`src/logic/dcd_map.svh`:
```
// offsets, field positions, opcodes and timing counts of the dummy-cycle descriptor link
// assumes a 50 MHz system clock on both ends
//
// What this block does
// - Support flag zero unless field contiguous, ordered
// - Addressed mode: bits 23-16 give register address
// - Direct mode: bits 23-20 are mode flags
// - Direct mode: bits 19-16 give dummy count
// - Setting command accepted single-lane without dummy cycles
// - Cleared mode flag does not mean unavailable
// - Read opcode 00h means no read command
// - Write opcode 00h means no write command
// - Pattern word bit 31: 30 cycles supported
// - Bits 30-26 select 30 dummy cycles
// - Short patterns right-justified, upper bits zero
// - Pattern word bit 25: 28 cycles supported
// - Bits 30-29 give setting field width
// - Bit 28 selects direct or addressed access
// - Bit 27 selects address byte 0 or 1
// - Bits 26-24 give setting field LSB position
`ifndef DCD_MAP_SVH
`define DCD_MAP_SVH

// location descriptor word
`define DCD_W10_SUP 31
`define DCD_W10_WID_HI 30
`define DCD_W10_WID_LO 29
`define DCD_W10_AMODE 28
`define DCD_W10_BYTE1 27
`define DCD_W10_LSB_HI 26
`define DCD_W10_LSB_LO 24
`define DCD_W10_FLD_HI 23
`define DCD_W10_FLD_LO 16
`define DCD_W10_FLG_LO 20
`define DCD_W10_DUM_HI 19
`define DCD_W10_RD_HI 15
`define DCD_W10_RD_LO 8
`define DCD_W10_WR_HI 7
`define DCD_W10_WR_LO 0

// bit-pattern descriptor word
`define DCD_W11_S30 31
`define DCD_W11_P30_HI 30
`define DCD_W11_P30_LO 26
`define DCD_W11_S28 25
`define DCD_W11_P28_HI 24
`define DCD_W11_P28_LO 20

// link commands
`define DCD_OP_TABLE 8'ha5
`define DCD_OP_NONE 8'h00

// transfer lengths in link clock bits, and the base of the setting field width
`define DCD_TABLE_BITS 7'h48
`define DCD_SET_BITS 7'h10
`define DCD_WIDTH_BASE 3'h2

// timing
`define DCD_CLK_NS 20
`define DCD_SCLK_HALF_NS 160
`define DCD_SCLK_HALF_CYC ((`DCD_SCLK_HALF_NS + `DCD_CLK_NS - 1) / `DCD_CLK_NS)

`endif

```
`src/logic/dcd_pkg.sv`:
```
// types and shared helpers of the dummy-cycle descriptor link
// assumes dcd_map.svh is on the include path
`default_nettype none
package dcd_pkg;

	typedef enum logic [1:0] {
		DCD_H_BOOT,
		DCD_H_XFER,
		DCD_H_END,
		DCD_H_IDLE
	} dcd_hstate_e;

	typedef enum logic [1:0] {
		DCD_D_CMD,
		DCD_D_SEND,
		DCD_D_DATA,
		DCD_D_SKIP
	} dcd_dstate_e;

	typedef struct packed {
		logic var_sup;
		logic [1:0] wcode;
		logic [2:0] nbits;
		logic addr_mode;
		logic addr_byte1;
		logic [2:0] lsb;
		logic [7:0] local_addr;
		logic [3:0] flags;
		logic [3:0] dummy;
		logic [7:0] rd_op;
		logic [7:0] wr_op;
		logic rd_ok;
		logic wr_ok;
		logic sup30;
		logic [4:0] pat30;
		logic sup28;
		logic [4:0] pat28;
	} dcd_fields_s;

	// mask of the setting bits in use for a width code
	function automatic logic [4:0] dcd_mask(input logic [1:0] code);
		case (code)
			2'h0: dcd_mask = 5'h03;
			2'h1: dcd_mask = 5'h07;
			2'h2: dcd_mask = 5'h0f;
			default: dcd_mask = 5'h1f;
		endcase
	endfunction

	// filtered level: changes once the last two stages agree
	function automatic logic dcd_filt(input logic [2:0] sync, input logic lvl);
		dcd_filt = (sync[2] == sync[1]) ? sync[2] : lvl;
	endfunction

endpackage
`default_nettype wire

```
`src/logic/dcd_link_if.sv`:
```
// link between the descriptor reader and the memory holding the descriptor words
// assumes the host makes the link clock; both ends sit on their own system clock
`timescale 1ns/10ps
`default_nettype none
interface dcd_link_if;
	logic sclk;
	logic cs_n;
	logic mosi;
	logic miso;

	modport host (
		output sclk,
		output cs_n,
		output mosi,
		input miso
	);

	modport dev (
		input sclk,
		input cs_n,
		input mosi,
		output miso
	);
endinterface
`default_nettype wire

```
`src/logic/dcd_host.sv`:
```
// host end: reads both descriptor words after reset, decodes them and
// programs the dummy-cycle setting by the direct write command on request
// assumes the memory end answers on miso from its own clock domain
`timescale 1ns/10ps
`default_nettype none
`include "dcd_map.svh"
module dcd_host
	import dcd_pkg::*;
(
	// clock and reset
	input wire logic clk_in,
	input wire logic rst_n_in,
	// link
	dcd_link_if.host link,
	// setting request
	input wire logic set_req_in,
	input wire logic [4:0] set_pattern_in,
	output logic set_done_out,
	output logic set_refused_out,
	// decoded location word
	output logic valid_out,
	output logic var_sup_out,
	output logic [2:0] nbits_out,
	output logic addr_mode_out,
	output logic addr_byte1_out,
	output logic [2:0] lsb_out,
	output logic [7:0] local_addr_out,
	output logic [3:0] flags_out,
	output logic [3:0] dummy_out,
	output logic [7:0] rd_op_out,
	output logic [7:0] wr_op_out,
	output logic rd_ok_out,
	output logic wr_ok_out,
	// decoded pattern word
	output logic sup30_out,
	output logic [4:0] pat30_out,
	output logic sup28_out,
	output logic [4:0] pat28_out
);
	localparam logic [3:0] HALF_LAST = 4'(`DCD_SCLK_HALF_CYC - 1);

	dcd_hstate_e state, next_state;
	dcd_fields_s f, next_f;
	logic [2:0] s_miso;
	logic l_miso, next_l_miso;
	logic [3:0] div, next_div;
	logic [6:0] bits, next_bits;
	logic [15:0] tx, next_tx;
	logic [63:0] rx, next_rx;
	logic sclk, next_sclk;
	logic cs_n, next_cs_n;
	logic mosi, next_mosi;
	logic table_rd, next_table_rd;
	logic valid, next_valid;
	logic next_done, next_refused;
	logic tick;
	logic [31:0] w10, w11;
	logic [4:0] mask;
	logic [7:0] data;

	assign link.sclk = sclk;
	assign link.cs_n = cs_n;
	assign link.mosi = mosi;

	assign valid_out = valid;
	assign var_sup_out = f.var_sup;
	assign nbits_out = f.nbits;
	assign addr_mode_out = f.addr_mode;
	assign addr_byte1_out = f.addr_byte1;
	assign lsb_out = f.lsb;
	assign local_addr_out = f.local_addr;
	assign flags_out = f.flags;
	assign dummy_out = f.dummy;
	assign rd_op_out = f.rd_op;
	assign wr_op_out = f.wr_op;
	assign rd_ok_out = f.rd_ok;
	assign wr_ok_out = f.wr_ok;
	assign sup30_out = f.sup30;
	assign pat30_out = f.pat30;
	assign sup28_out = f.sup28;
	assign pat28_out = f.pat28;

	always_comb begin
		next_l_miso = dcd_filt(s_miso, l_miso);
		tick = (div == HALF_LAST);
		w10 = rx[63:32];
		w11 = rx[31:0];
		mask = dcd_mask(w10[`DCD_W10_WID_HI:`DCD_W10_WID_LO]);
		data = 8'({3'h0, set_pattern_in & dcd_mask(f.wcode)} << f.lsb);
		next_state = state;
		next_f = f;
		next_div = div;
		next_bits = bits;
		next_tx = tx;
		next_rx = rx;
		next_sclk = sclk;
		next_cs_n = cs_n;
		next_mosi = mosi;
		next_table_rd = table_rd;
		next_valid = valid;
		next_done = 1'b0;
		next_refused = 1'b0;
		case (state)
			DCD_H_BOOT: begin
				next_state = DCD_H_XFER;
				next_cs_n = 1'b0;
				next_div = 4'h0;
				next_tx = {`DCD_OP_TABLE, 8'h00};
				next_mosi = 1'(`DCD_OP_TABLE >> 7);
				next_bits = `DCD_TABLE_BITS;
				next_table_rd = 1'b1;
			end
			DCD_H_XFER: begin
				next_div = tick ? 4'h0 : div + 4'h1;
				if (set_req_in) begin
					next_refused = 1'b1;
				end
				if (tick) begin
					if (sclk) begin
						next_sclk = 1'b0;
						next_tx = {tx[14:0], 1'b0};
						next_mosi = tx[14];
						if (bits == 7'h0) begin
							next_cs_n = 1'b1;
							next_mosi = 1'b0;
							next_state = DCD_H_END;
						end
					end else begin
						next_sclk = 1'b1;
						next_rx = {rx[62:0], l_miso};
						next_bits = bits - 7'h1;
					end
				end
			end
			DCD_H_END: begin
				next_state = DCD_H_IDLE;
				if (set_req_in) begin
					next_refused = 1'b1;
				end
				if (table_rd) begin
					next_f.var_sup = w10[`DCD_W10_SUP];
					next_f.wcode = w10[`DCD_W10_WID_HI:`DCD_W10_WID_LO];
					next_f.nbits = {1'b0, w10[`DCD_W10_WID_HI:`DCD_W10_WID_LO]}
						+ `DCD_WIDTH_BASE;
					next_f.addr_mode = w10[`DCD_W10_AMODE];
					next_f.addr_byte1 = w10[`DCD_W10_BYTE1];
					next_f.lsb = w10[`DCD_W10_LSB_HI:`DCD_W10_LSB_LO];
					if (w10[`DCD_W10_AMODE]) begin
						next_f.local_addr = w10[`DCD_W10_FLD_HI:`DCD_W10_FLD_LO];
						next_f.flags = 4'h0;
						next_f.dummy = 4'h0;
					end else begin
						next_f.local_addr = 8'h00;
						// a cleared flag is passed on as is, not read as absence
						next_f.flags = w10[`DCD_W10_FLD_HI:`DCD_W10_FLG_LO];
						next_f.dummy = w10[`DCD_W10_DUM_HI:`DCD_W10_FLD_LO];
					end
					next_f.rd_op = w10[`DCD_W10_RD_HI:`DCD_W10_RD_LO];
					next_f.wr_op = w10[`DCD_W10_WR_HI:`DCD_W10_WR_LO];
					next_f.rd_ok = w10[`DCD_W10_RD_HI:`DCD_W10_RD_LO] != `DCD_OP_NONE;
					next_f.wr_ok = w10[`DCD_W10_WR_HI:`DCD_W10_WR_LO] != `DCD_OP_NONE;
					next_f.sup30 = w11[`DCD_W11_S30];
					next_f.pat30 = w11[`DCD_W11_P30_HI:`DCD_W11_P30_LO] & mask;
					next_f.sup28 = w11[`DCD_W11_S28];
					next_f.pat28 = w11[`DCD_W11_P28_HI:`DCD_W11_P28_LO] & mask;
					next_valid = 1'b1;
				end else begin
					next_done = 1'b1;
				end
			end
			DCD_H_IDLE: begin
				if (set_req_in) begin
					// only a direct, supported write opcode may be issued
					if (!f.var_sup || !f.wr_ok || f.addr_mode) begin
						next_refused = 1'b1;
					end else begin
						next_state = DCD_H_XFER;
						next_cs_n = 1'b0;
						next_div = 4'h0;
						next_tx = {f.wr_op, data};
						next_mosi = f.wr_op[7];
						next_bits = `DCD_SET_BITS;
						next_table_rd = 1'b0;
					end
				end
			end
			default: next_state = DCD_H_BOOT;
		endcase
	end

	always_ff @(posedge clk_in or negedge rst_n_in) begin
		if (!rst_n_in) begin
			state <= DCD_H_BOOT;
			f <= '0;
			s_miso <= 3'h0;
			l_miso <= 1'b0;
			div <= 4'h0;
			bits <= 7'h0;
			tx <= 16'h0000;
			rx <= 64'h0;
			sclk <= 1'b0;
			cs_n <= 1'b1;
			mosi <= 1'b0;
			table_rd <= 1'b0;
			valid <= 1'b0;
			set_done_out <= 1'b0;
			set_refused_out <= 1'b0;
		end else begin
			state <= next_state;
			f <= next_f;
			s_miso <= {s_miso[1:0], link.miso};
			l_miso <= next_l_miso;
			div <= next_div;
			bits <= next_bits;
			tx <= next_tx;
			rx <= next_rx;
			sclk <= next_sclk;
			cs_n <= next_cs_n;
			mosi <= next_mosi;
			table_rd <= next_table_rd;
			valid <= next_valid;
			set_done_out <= next_done;
			set_refused_out <= next_refused;
		end
	end
endmodule
`default_nettype wire

```
`src/flat_wrapper.sv`:
```
// flat-port wrapper written by rule: the top's interface ports become plain ports
module dcd_host_flat import dcd_pkg::*;
  (clk_in, rst_n_in, set_req_in, set_pattern_in, set_done_out, set_refused_out, valid_out, var_sup_out, nbits_out, addr_mode_out, addr_byte1_out, lsb_out, local_addr_out, flags_out, dummy_out, rd_op_out, wr_op_out, rd_ok_out, wr_ok_out, sup30_out, pat30_out, sup28_out, pat28_out, link_sclk, link_cs_n, link_mosi, link_miso);
  dcd_link_if link_i ();
  input wire logic clk_in;
  input wire logic rst_n_in;
  input wire logic set_req_in;
  input wire logic [4:0] set_pattern_in;
  output logic set_done_out;
  output logic set_refused_out;
  output logic valid_out;
  output logic var_sup_out;
  output logic [2:0] nbits_out;
  output logic addr_mode_out;
  output logic addr_byte1_out;
  output logic [2:0] lsb_out;
  output logic [7:0] local_addr_out;
  output logic [3:0] flags_out;
  output logic [3:0] dummy_out;
  output logic [7:0] rd_op_out;
  output logic [7:0] wr_op_out;
  output logic rd_ok_out;
  output logic wr_ok_out;
  output logic sup30_out;
  output logic [4:0] pat30_out;
  output logic sup28_out;
  output logic [4:0] pat28_out;
  output wire logic [$bits(link_i.sclk)-1:0] link_sclk;
  output wire logic [$bits(link_i.cs_n)-1:0] link_cs_n;
  output wire logic [$bits(link_i.mosi)-1:0] link_mosi;
  input wire logic [$bits(link_i.miso)-1:0] link_miso;
  assign link_sclk = link_i.sclk;
  assign link_cs_n = link_i.cs_n;
  assign link_mosi = link_i.mosi;
  assign link_i.miso = link_miso;
  dcd_host u_core (.clk_in(clk_in), .rst_n_in(rst_n_in), .link(link_i), .set_req_in(set_req_in), .set_pattern_in(set_pattern_in), .set_done_out(set_done_out), .set_refused_out(set_refused_out), .valid_out(valid_out), .var_sup_out(var_sup_out), .nbits_out(nbits_out), .addr_mode_out(addr_mode_out), .addr_byte1_out(addr_byte1_out), .lsb_out(lsb_out), .local_addr_out(local_addr_out), .flags_out(flags_out), .dummy_out(dummy_out), .rd_op_out(rd_op_out), .wr_op_out(wr_op_out), .rd_ok_out(rd_ok_out), .wr_ok_out(wr_ok_out), .sup30_out(sup30_out), .pat30_out(pat30_out), .sup28_out(sup28_out), .pat28_out(pat28_out));
endmodule
```
`config.mk`:
```
export PLATFORM = sky130hd
export DESIGN_NAME = dcd_host_flat
export DESIGN_NICKNAME = d
export VERILOG_FILES = /design/src/logic/dcd_pkg.sv /design/src/logic/dcd_link_if.sv /design/src/logic/dcd_host.sv /design/src/flat_wrapper.sv
export VERILOG_INCLUDE_DIRS = /design/src /design/src/logic
export SDC_FILE = /design/constraint.sdc
export NUM_CORES = 1
export LEC_CHECK = 0
export BUFFER_PORTS_ARGS = -buffer_cell sky130_fd_sc_hd__buf_2
export CORE_MARGIN = 2
export CORE_UTILIZATION = 40
export CTS_BUF_LIST = sky130_fd_sc_hd__clkbuf_8
export DETAILED_ROUTE_END_ITERATION = 8
export SLEW_MARGIN = 5
export SYNTH_ARGS = -nofsm -noshare
export SYNTH_HDL_FRONTEND = slang
export SYNTH_SLANG_ARGS = --single-unit
```
`constraint.sdc`:
```
create_clock -name clk_in -period 2.2 [get_ports clk_in]
set_input_delay 0.44 -clock clk_in [delete_from_list [all_inputs] [get_ports clk_in]]
set_output_delay 0.44 -clock clk_in [all_outputs]
set_load 0.02 [all_outputs]
```
After elaboration in Yosys (flattened, before gate mapping):

Index checks and enable logic that the tools add are counted.

* shift operators: 1
* reductions and logical operators: 22
* bitwise gates (word level): 4
* eq/ne operators: 15
* muxes and demuxes: 43
* add/sub/neg operators: 3

Operator list (number)
* 2-to-1 mux 15 bit: 4
* case mux 15 bit (3 select lines): 1
* case mux 5 bit (3 select lines): 2
* 2-to-1 mux 7 bit: 4
* case mux 7 bit (3 select lines): 1
* 2-to-1 mux 1 bit: 16
* 2-to-1 mux 16 bit: 1
* nonzero test 8 bit: 2
* bitwise AND 5 bit: 3
* AND reduction 5 bit: 3
* 2-to-1 mux 4 bit: 3
* case mux 4 bit (3 select lines): 1
* 2-to-1 mux 2 bit: 5
* AND reduction 3 bit: 3
* equality test 2 bit, second input constant: 4
* case mux 2 bit (4 select lines): 1
* left shift 5 x 3 -> 8 bit: 1
* logical NOT 7 bit: 1
* subtractor 7 x 1 -> 7 bit, second input constant: 1
* equality test 2 x 1 -> 1 bit, second input constant: 3
* logical NOT 2 bit: 3
* inequality test 2 x 1 -> 1 bit, second input constant: 3
* inequality test 2 bit, second input constant: 3
* case mux 1 bit (3 select lines): 2
* 13 further kinds: 17

* input port bits: 9
* output and inout port bits: 61
* logic and storage cells: 119
* bits in registers: 160

Longest topological paths before layout:

Gate-level depths: netlist of the first run.

* depth in word-level cells: 7
* mapped depth: 8
* mapped depth without buffers: 6

Worst setup path before layout of the first run:

OpenSTA, ideal clock, no wires.

* path type: register to register
* start: reg u_core.state[1]
* end: reg u_core.rx[0]
* path buffers: 2
* setup time: 0.125 ns
* setup slack: 0.214 ns
* required time: 2.075 ns
* arrival: 1.861 ns
* cell stages (with the launch flop): 8
* path through: dfrtp_1 > inv_1 > ha_1 > inv_1 > nor4_1 > buf_2 > buf_2 > mux2_2

* word-level cells in the longest chain between the ends: 2

RTL lines
* from (decl): RTL line dcd_host.sv:42 `dcd_hstate_e state, next_state;`
* from (signal assigned): RTL line dcd_host.sv:209 `state <= next_state;`
* equality test 2 x 1 -> 1 bit: RTL line dcd_host.sv:103 `case (state)`
* AND reduction 3 bit (no line)
* to (signal assigned): RTL line dcd_host.sv:216 `rx <= next_rx;`
* to (decl): RTL line dcd_host.sv:49 `logic [63:0] rx, next_rx;`

Every way passes these cells.
A chain may end at the register's enable or synchronous reset.

Final worst setup path of the first run:

* start: reg u_core.div[0]
* end: reg u_core.state[1]

* word-level cells in the longest chain between the ends: 3

RTL lines
* from (decl): RTL line dcd_host.sv:46 `logic [3:0] div, next_div;`
* from (signal assigned): RTL line dcd_host.sv:213 `div <= next_div;`
* equality test 4 x 3 -> 1 bit: RTL line dcd_host.sv:85 `tick = (div == HALF_LAST);`
* inequality test 2 x 1 -> 1 bit (no line)
* AND reduction 5 bit (no line)

Every way passes these cells.

==> results of run 1 <==
repair_timing:
action / CTS / global route
gates resized for setup: 0 / 1
hold buffers: 1 / 0
setup endpoints to repair: 0 / 42
buffers inserted: 0 / 0
hold endpoints to repair: 38 / 0
worst max-delay path by stage:
| stage | from | end | slack (ns) | cells past startpoint |
|---|---|---|---|---|
| 4_1_cts | u_core.state[1] | u_core.rx[15] | 0.10 | 6 |
| 3_5_place_dp | u_core.state[1] | u_core.rx[29] | 0.14 | 6 |
| 2_1_floorplan | u_core.state[1] | u_core.rx[0] | 0.21 | 7 |
| 3_3_place_gp | u_core.bits[2] | u_core.state[1] | 0.21 | 4 |
| 5_1_grt | u_core.state[1] | u_core.rx[29] | 0.05 | 6 |
| 6_report | u_core.div[0] | u_core.state[1] | 0.17 | 5 |
cell usage after synthesis (3+ instances only):
library cell	count	area share [%]
dfrtp_1	157	59
mux2_2	95	16
nand2_1	54	3.1
o21ai_0	31	2.3
nor2_1	30	1.7
a21oi_1	19	1.4
clkbuf_1	16	0.91
nand2b_1	12	1.1
buf_2	10	0.76
a31oi_1	9	0.85
ha_1	9	1.7
inv_1	7	0.40
nor4_1	7	0.66
a22o_1	6	0.80
a22oi_1	6	0.68
nor3_1	6	0.45
nand3_1	5	0.38
a21o_1	4	0.45
buf_1	3	0.17
mux2i_1	3	0.45
nand4b_1	3	0.40
nor2b_1	3	0.28
o211ai_1	3	0.34
layer usage:
layer  GRT usage, %  share of wire, %
met1          21.40                47
met2          23.95                47
met3          3.640               4.1
met4          5.914               1.8
met5              0                 0
worst reg2reg max path, stage by stage (launching register included):
cell and delay [ns]:
dfrtp_1 0.40, ha_1 0.26, nand4b_1 0.25, or4_4 0.51, a22oi_4 0.18, mux2_4 0.33
flip-flops by register name (all words and copies together), names as in the netlist, 2 cells and up:
name and flops:
u_core.rx 64, u_core.tx 15, u_core.local_addr_out 8, u_core.rd_op_out 8, u_core.wr_op_out 8, u_core.bits 7
u_core.pat28_out 5, u_core.pat30_out 5, u_core.div 4, u_core.dummy_out 4, u_core.flags_out 4, u_core.lsb_out 3
u_core.s_miso 3, u_core.nbits_out 2, u_core.state 2
logic make-up (layout without fill, tap and decap cells):
kind of cell / after synthesis / count (layout)
compound gates: 94 / 94
fa+ha+maj: 10 / 10
buf+inv: 36 / 120
flops: 158 / 158
mux: 99 / 99
xor+xnor: 1 / 1
simple gates: 132 / 132
layout make-up:
type	count	area share (%)
flip-flops and latches	158	51.82
multi-input cells	336	33.10
repair buffers	81	6.475
well taps	216	3.541
clock buffers	18	3.246
clock inverters	14	1.475
inverters	7	0.3443
stage by stage:
stage	instances	cell area, sq um	utilization [%]	worst slack [ns]
2_1_floorplan	530	6605	-	0.2143
3_3_place_gp	797	7253	45.33	0.2109
3_5_place_dp	797	7253	45.33	0.1408
4_1_cts	830	7624	47.65	0.1029
5_1_grt	830	7632	47.70	0.05231
6_report	830	7632	47.70	0.1674
power breakdown:
part / switching (mW) / internal (mW)
Combinational: 0.0653 / 0.0226
Sequential: 0.00505 / 2.91
Clock: 1.12 / 0.831
==> impl_metrics.py, run 1 <==
metrics = {
    "placed_design": {
        "hpwlAfterDp_microns": 8532,
        "port_buffers": 69,
        "gp_congestion": 0.8003,
    },
    "setup_path": {
        "cp_slowest_stage_delay_ns": 0.51,
        "worst_r2r_startpoint": "u_core.div[0]",
        "critical_path_required_ns": 2.54,
        "critPathBufInv": 0,
        "cp.arrival_ns": 2.37,
        "worst-r2r-cell-count": 5,
        "path_cells": "ha_1, nand4b_1, or4_4, a22oi_4, mux2_4",
        "startpoint_type": "flip-flop",
        "cp_top_family": "simple AND/OR/NAND/NOR gates",
        "crit_type": "flip-flop to flip-flop",
        "reg2reg_slack_ns": 0.17,
        "r2r_end": "u_core.state[1]",
        "critPathMaxFanout": 6,
        "endpoint_kind": "flip-flop",
        "crit_slowest_cell": "or4_4",
    },
    "synthesis": {
        "synth_edf_count": 0,
        "yosysUniqueCellTypes": 50,
        "synth_top_family_by_area": "multiplexers",
        "synth_fp_nets": 548,
        "async_flop_share_pct": 100.0,
        "ys_seq_elements": 158,
        "yosys.area_share.simple_pct": 9.812,
        "synth_compound_area_share_pct": 9.206,
        "yosysWarnings": 0,
        "syn_area_per_cell_sq_um": 12.46,
        "synth_ff_type": "dfrtp_1",
        "synthAdderAreaFrac_pct": 1.856,
        "synth_area_sq_um": 6605,
        "synthXorXnorAreaFrac_pct": 0.1326,
        "muxShareOfSynthArea_pct": 16.88,
        "synth_cells": 530,
        "yosysSeqAreaShare_pct": 59.88,
    },
    "global_route": {
        "grt_pass1_wl_microns": 21910,
        "grt_max_degree": 80,
        "grt_usage_pct": 15.53,
        "grt_pass1_vias": 4264,
        "grt_overflow": 0,
        "antenna_found_initial": 0,
    },
    "cts": {
        "clock_path_buffers": 2,
        "cts_max_level": 4,
        "cts_buffers": 17,
        "clock-root-buffer": "clkbuf_8",
        "cts_tree": "built",
        "path_clk_slew_ns": 0.09,
        "clock_latency_ns": 0.45,
        "numClockSinks": 158,
    },
    "die": {
        "ioPinCount": 70,
        "core-area_sq_um": 16000,
        "die_h_microns": 132.5,
        "initial_core_util_pct": 41.28,
        "num_rows": 46,
        "die_x_microns": 132.5,
        "die-area_sq_um": 17560,
    },
    "final_layout": {
        "synthToLayoutAreaGrowth_pct": 15.55,
        "final_net_count": 619,
        "layout_commonest_cell": "dfrtp_1",
        "antennaDiodeCount": 0,
        "fillers": 1483,
        "drive_gt1_share_pct": 35.50,
        "multiInputGateArea_sq_um": 2526,
        "ff_latch_area_sq_um": 3955,
        "final_cell_mix": "157 x dfrtp_1, 95 x mux2_2, 68 x buf_2, 53 x nand2_1, 31 x o21ai_0",
    },
    "drt": {
        "ant_nets": 0,
        "drc": 0,
        "wl_microns": 12920,
        "vias": 4268,
        "wl_per_cell_microns": 15.57,
        "via_per_inst": 5.142,
        "drtPass1Iterations": 4,
        "drt_iter0_drc": 268,
    },
    "sta": {
        "clock.fmax_mhz": 492.0,
        "fin_skew_ns": 0.01380,
        "rsz0062_at_grt": "no",
        "hold_violations": 0,
        "hold_slack_ns": 0.09982,
        "setup_viol": 0,
        "relSlewSlack_pct": 59.19,
        "fin_crit_sh_pct": 92.39,
        "worst_slew_pin_slew_ns": 0.6122,
        "min_period_ns": 2.033,
        "slew_violations": 0,
        "setup_tns_ns": 0,
    },
    "power_and_ir_drop": {
        "ir_worst_vdd_v": 0.0003428,
        "p_per_area_nw_per_um2": 648.7,
        "p_leak_nw": 3.766,
        "p_total_mw": 4.951,
    },
    "hold_path": {
        "hold_end": "u_core.s_miso[0]",
        "hold_start": "link_miso",
        "hold_path.class": "input pin to flip-flop",
        "hold_path_depth": 1,
    },
    "flow_run": {
        "max_cap_violations": 0,
    },
    "run_status": {
        "outcome": "completed",
    },
}
Power figures use the tool's default switching activity.
==> inputs of run 2 (changes only) <==
--- a/config.mk
+++ b/config.mk
@@ -6,11 +6,12 @@
 export SDC_FILE = /design/constraint.sdc
 export NUM_CORES = 1
 export LEC_CHECK = 0
+export ABC_AREA = 1
 export BUFFER_PORTS_ARGS = -buffer_cell sky130_fd_sc_hd__buf_2
-export CORE_MARGIN = 2
 export CORE_UTILIZATION = 40
 export CTS_BUF_LIST = sky130_fd_sc_hd__clkbuf_8
 export DETAILED_ROUTE_END_ITERATION = 8
+export SKIP_LAST_GASP = 1
 export SLEW_MARGIN = 5
 export SYNTH_ARGS = -nofsm -noshare
 export SYNTH_HDL_FRONTEND = slang
==> impl_metrics.py, run 2 <==
metrics = {
    "run_status": {
        "outcome": "completed",
    },
    "sta": {
        "setup_slack_ns": 0.2763,
        "setup_viol": 0,
        "hold_slack_ns": 0.09931,
        "fin_skew_ns": 0.01304,
        "min_period_ns": 1.924,
        "relSlewSlack_pct": 63.91,
        "worst_slew_pin_slew_ns": 0.5413,
        "fin_crit_sh_pct": 87.44,
        "slew_violations": 0,
        "clock.fmax_mhz": 519.8,
        "rsz0062_at_grt": "no",
        "setup_tns_ns": 0,
        "hold_violations": 0,
    },
    "placed_design": {
        "hpwlAfterDp_microns": 9060,
        "pre_cts_ws_ns": 0.2904,
        "gp_congestion": 0.7670,
        "port_buffers": 69,
    },
    "global_route": {
        "grt_pass1_vias": 4699,
        "grt_max_degree": 98,
        "grt_pass1_wl_microns": 23460,
        "grt_overflow": 0,
        "antenna_found_initial": 0,
        "grt_usage_pct": 17.15,
    },
    "synthesis": {
        "yosysSeqAreaShare_pct": 59.29,
        "yosysMostFrequentCell": "nand2_1",
        "synth_ff_type": "dfrtp_1",
        "synth_common_cells": "234 x nand2_1, 157 x dfrtp_1, 111 x o21ai_0, 79 x inv_1, 29 x nand3_1",
        "synth_fp_nets": 759,
        "synth_area_sq_um": 6670,
        "yosysUniqueCellTypes": 34,
        "yosysWarnings": 0,
        "async_flop_share_pct": 100.0,
        "synth_edf_count": 0,
        "yosys.area.top_type": "dfrtp_1",
        "synthTopCellsByArea": "dfrtp_1 59%, nand2_1 13%, o21ai_0 8.3%",
        "synth_cells": 741,
        "syn_area_per_cell_sq_um": 9.002,
        "yosysTopAreaCellShare_pct": 58.90,
        "ys_seq_elements": 158,
    },
    "drt": {
        "wl_per_cell_microns": 13.25,
        "drc": 0,
        "drt_iter0_drc": 319,
        "via_per_inst": 4.810,
        "vias": 4983,
        "wl_microns": 13730,
        "drtPass1Iterations": 5,
        "ant_nets": 0,
    },
    "final_layout": {
        "largest_register": "u_core.rx",
        "synthToLayoutAreaGrowth_pct": 14.52,
        "final_net_count": 825,
        "biggestRegsByFlops": "u_core.rx x64, u_core.tx x15",
        "largest_register_ffs": 64,
        "drive_gt1_share_pct": 15.49,
        "final_cell_mix": "233 x nand2_1, 157 x dfrtp_1, 111 x o21ai_0, 80 x inv_1, 68 x buf_2",
        "layout_commonest_cell": "nand2_1",
        "antennaDiodeCount": 0,
    },
    "die": {
        "die-area_sq_um": 17200,
        "initial_core_util_pct": 41.54,
        "core-area_sq_um": 16060,
        "ioPinCount": 70,
        "num_rows": 46,
        "die_h_microns": 131.1,
        "die_x_microns": 131.1,
    },
    "cts": {
        "cts_max_level": 4,
        "clock_path_buffers": 2,
        "clock-root-buffer": "clkbuf_8",
        "numClockSinks": 158,
        "path_clk_slew_ns": 0.09,
        "cts_tree": "built",
        "clock_latency_ns": 0.45,
        "cts_buffers": 17,
    },
    "power_and_ir_drop": {
        "p_total_mw": 5.229,
        "p_leak_nw": 3.813,
        "p_per_area_nw_per_um2": 684.6,
        "ir_worst_vdd_v": 0.0005492,
    },
    "setup_path": {
        "crit_type": "flip-flop to flip-flop",
        "endpoint_kind": "flip-flop",
        "crit_start": "u_core.state[0]",
        "cp.arrival_ns": 2.30,
        "critPathMaxFanout": 15,
        "startpoint_type": "flip-flop",
        "worst_r2r_startpoint": "u_core.state[0]",
        "critical_path_required_ns": 2.58,
    },
    "hold_path": {
        "hold_start": "link_miso",
        "hold_path.class": "input pin to flip-flop",
    },
    "flow_run": {
        "max_cap_violations": 0,
    },
}
## run 2: final timing paths
| kind | slack, ns | depth (start not counted) | to |
|---|---|---|---|
| setup / recovery | 0.28 | 7 | u_core.tx[7] |
| hold / removal | 0.1 | 1 | u_core.s_miso[0] |
| setup reg to reg | 0.28 | 7 | u_core.tx[7] |
| hold reg to reg | 0.36 | 0 | u_core.s_miso[1] |
| max in group asynchronous | 1.03 | 3 | u_core.rx[42] |
| min in group asynchronous | 0.47 | 2 | u_core.lsb_out[0] |
## run 2: where the power goes
group          internal (mW)  total, mW  switching (mW)
logic                 0.0188     0.0845          0.0657
registers               2.91       2.91         0.00239
clock network           1.20       2.24            1.04
total                   4.13       5.23            1.10
## run 2: critical path, stage by stage, from the launching register on
cell and delay, ns:
dfrtp_1 0.42, ha_1 0.53, inv_1 0.24, nor2_1 0.27, nand3_1 0.13, nand2_1 0.10, nor2_1 0.05, a21oi_1 0.12
## run 2: logic make-up after synthesis
logic type	Yosys count	synth area share (%)
AOI/OAI and AO/OA	151	12.14
buffers and inverters	114	7.578
xor gates and xnor gates	4	0.5253
adders and majority gates	10	1.838
DFF	158	59.29
and+or+nand+nor	304	18.63
## run 2: metal layers
| metal | vias to the layer above | track usage [%] | share of wire (%) |
|---|---|---|---|
| met5 | - | 0 | 0 |
| met4 | 0 | 4.641 | 0.88 |
| met3 | 10 | 4.977 | 4.3 |
| met2 | 98 | 25.95 | 45 |
| met1 | 2381 | 23.97 | 50 |
| li1 | 2494 | - | - |
## run 2: final cells by class
| type | instances | area (sq um) |
|---|---|---|
| clock buffers | 20 | 275.3 |
| clock inverters | 12 | 142.6 |
| fillers | 1540 | 8419 |
| inverters | 81 | 309.0 |
| multi-input cells | 469 | 2212 |
| flip-flops and latches | 158 | 3955 |
| well taps | 216 | 270.3 |
| repair buffers | 80 | 474.2 |
## run 2: stage by stage
step                      area [sq um]  instances  utilization (%)
final                             7639       1036            47.57
after global routing              7639       1036            47.57
after CTS                         7639       1036            47.57
after detailed placement          7211       1003            44.90
after global placement            7211       1003            44.90
after floorplan                   6670        741                -
## run 2: what timing repair did
item / 4_1_cts / 5_1_grt
hold endpoints to repair: 36 / 0
setup buffers: 0 / 0
resized for setup: 0 / 0
hold buffers: 1 / 0
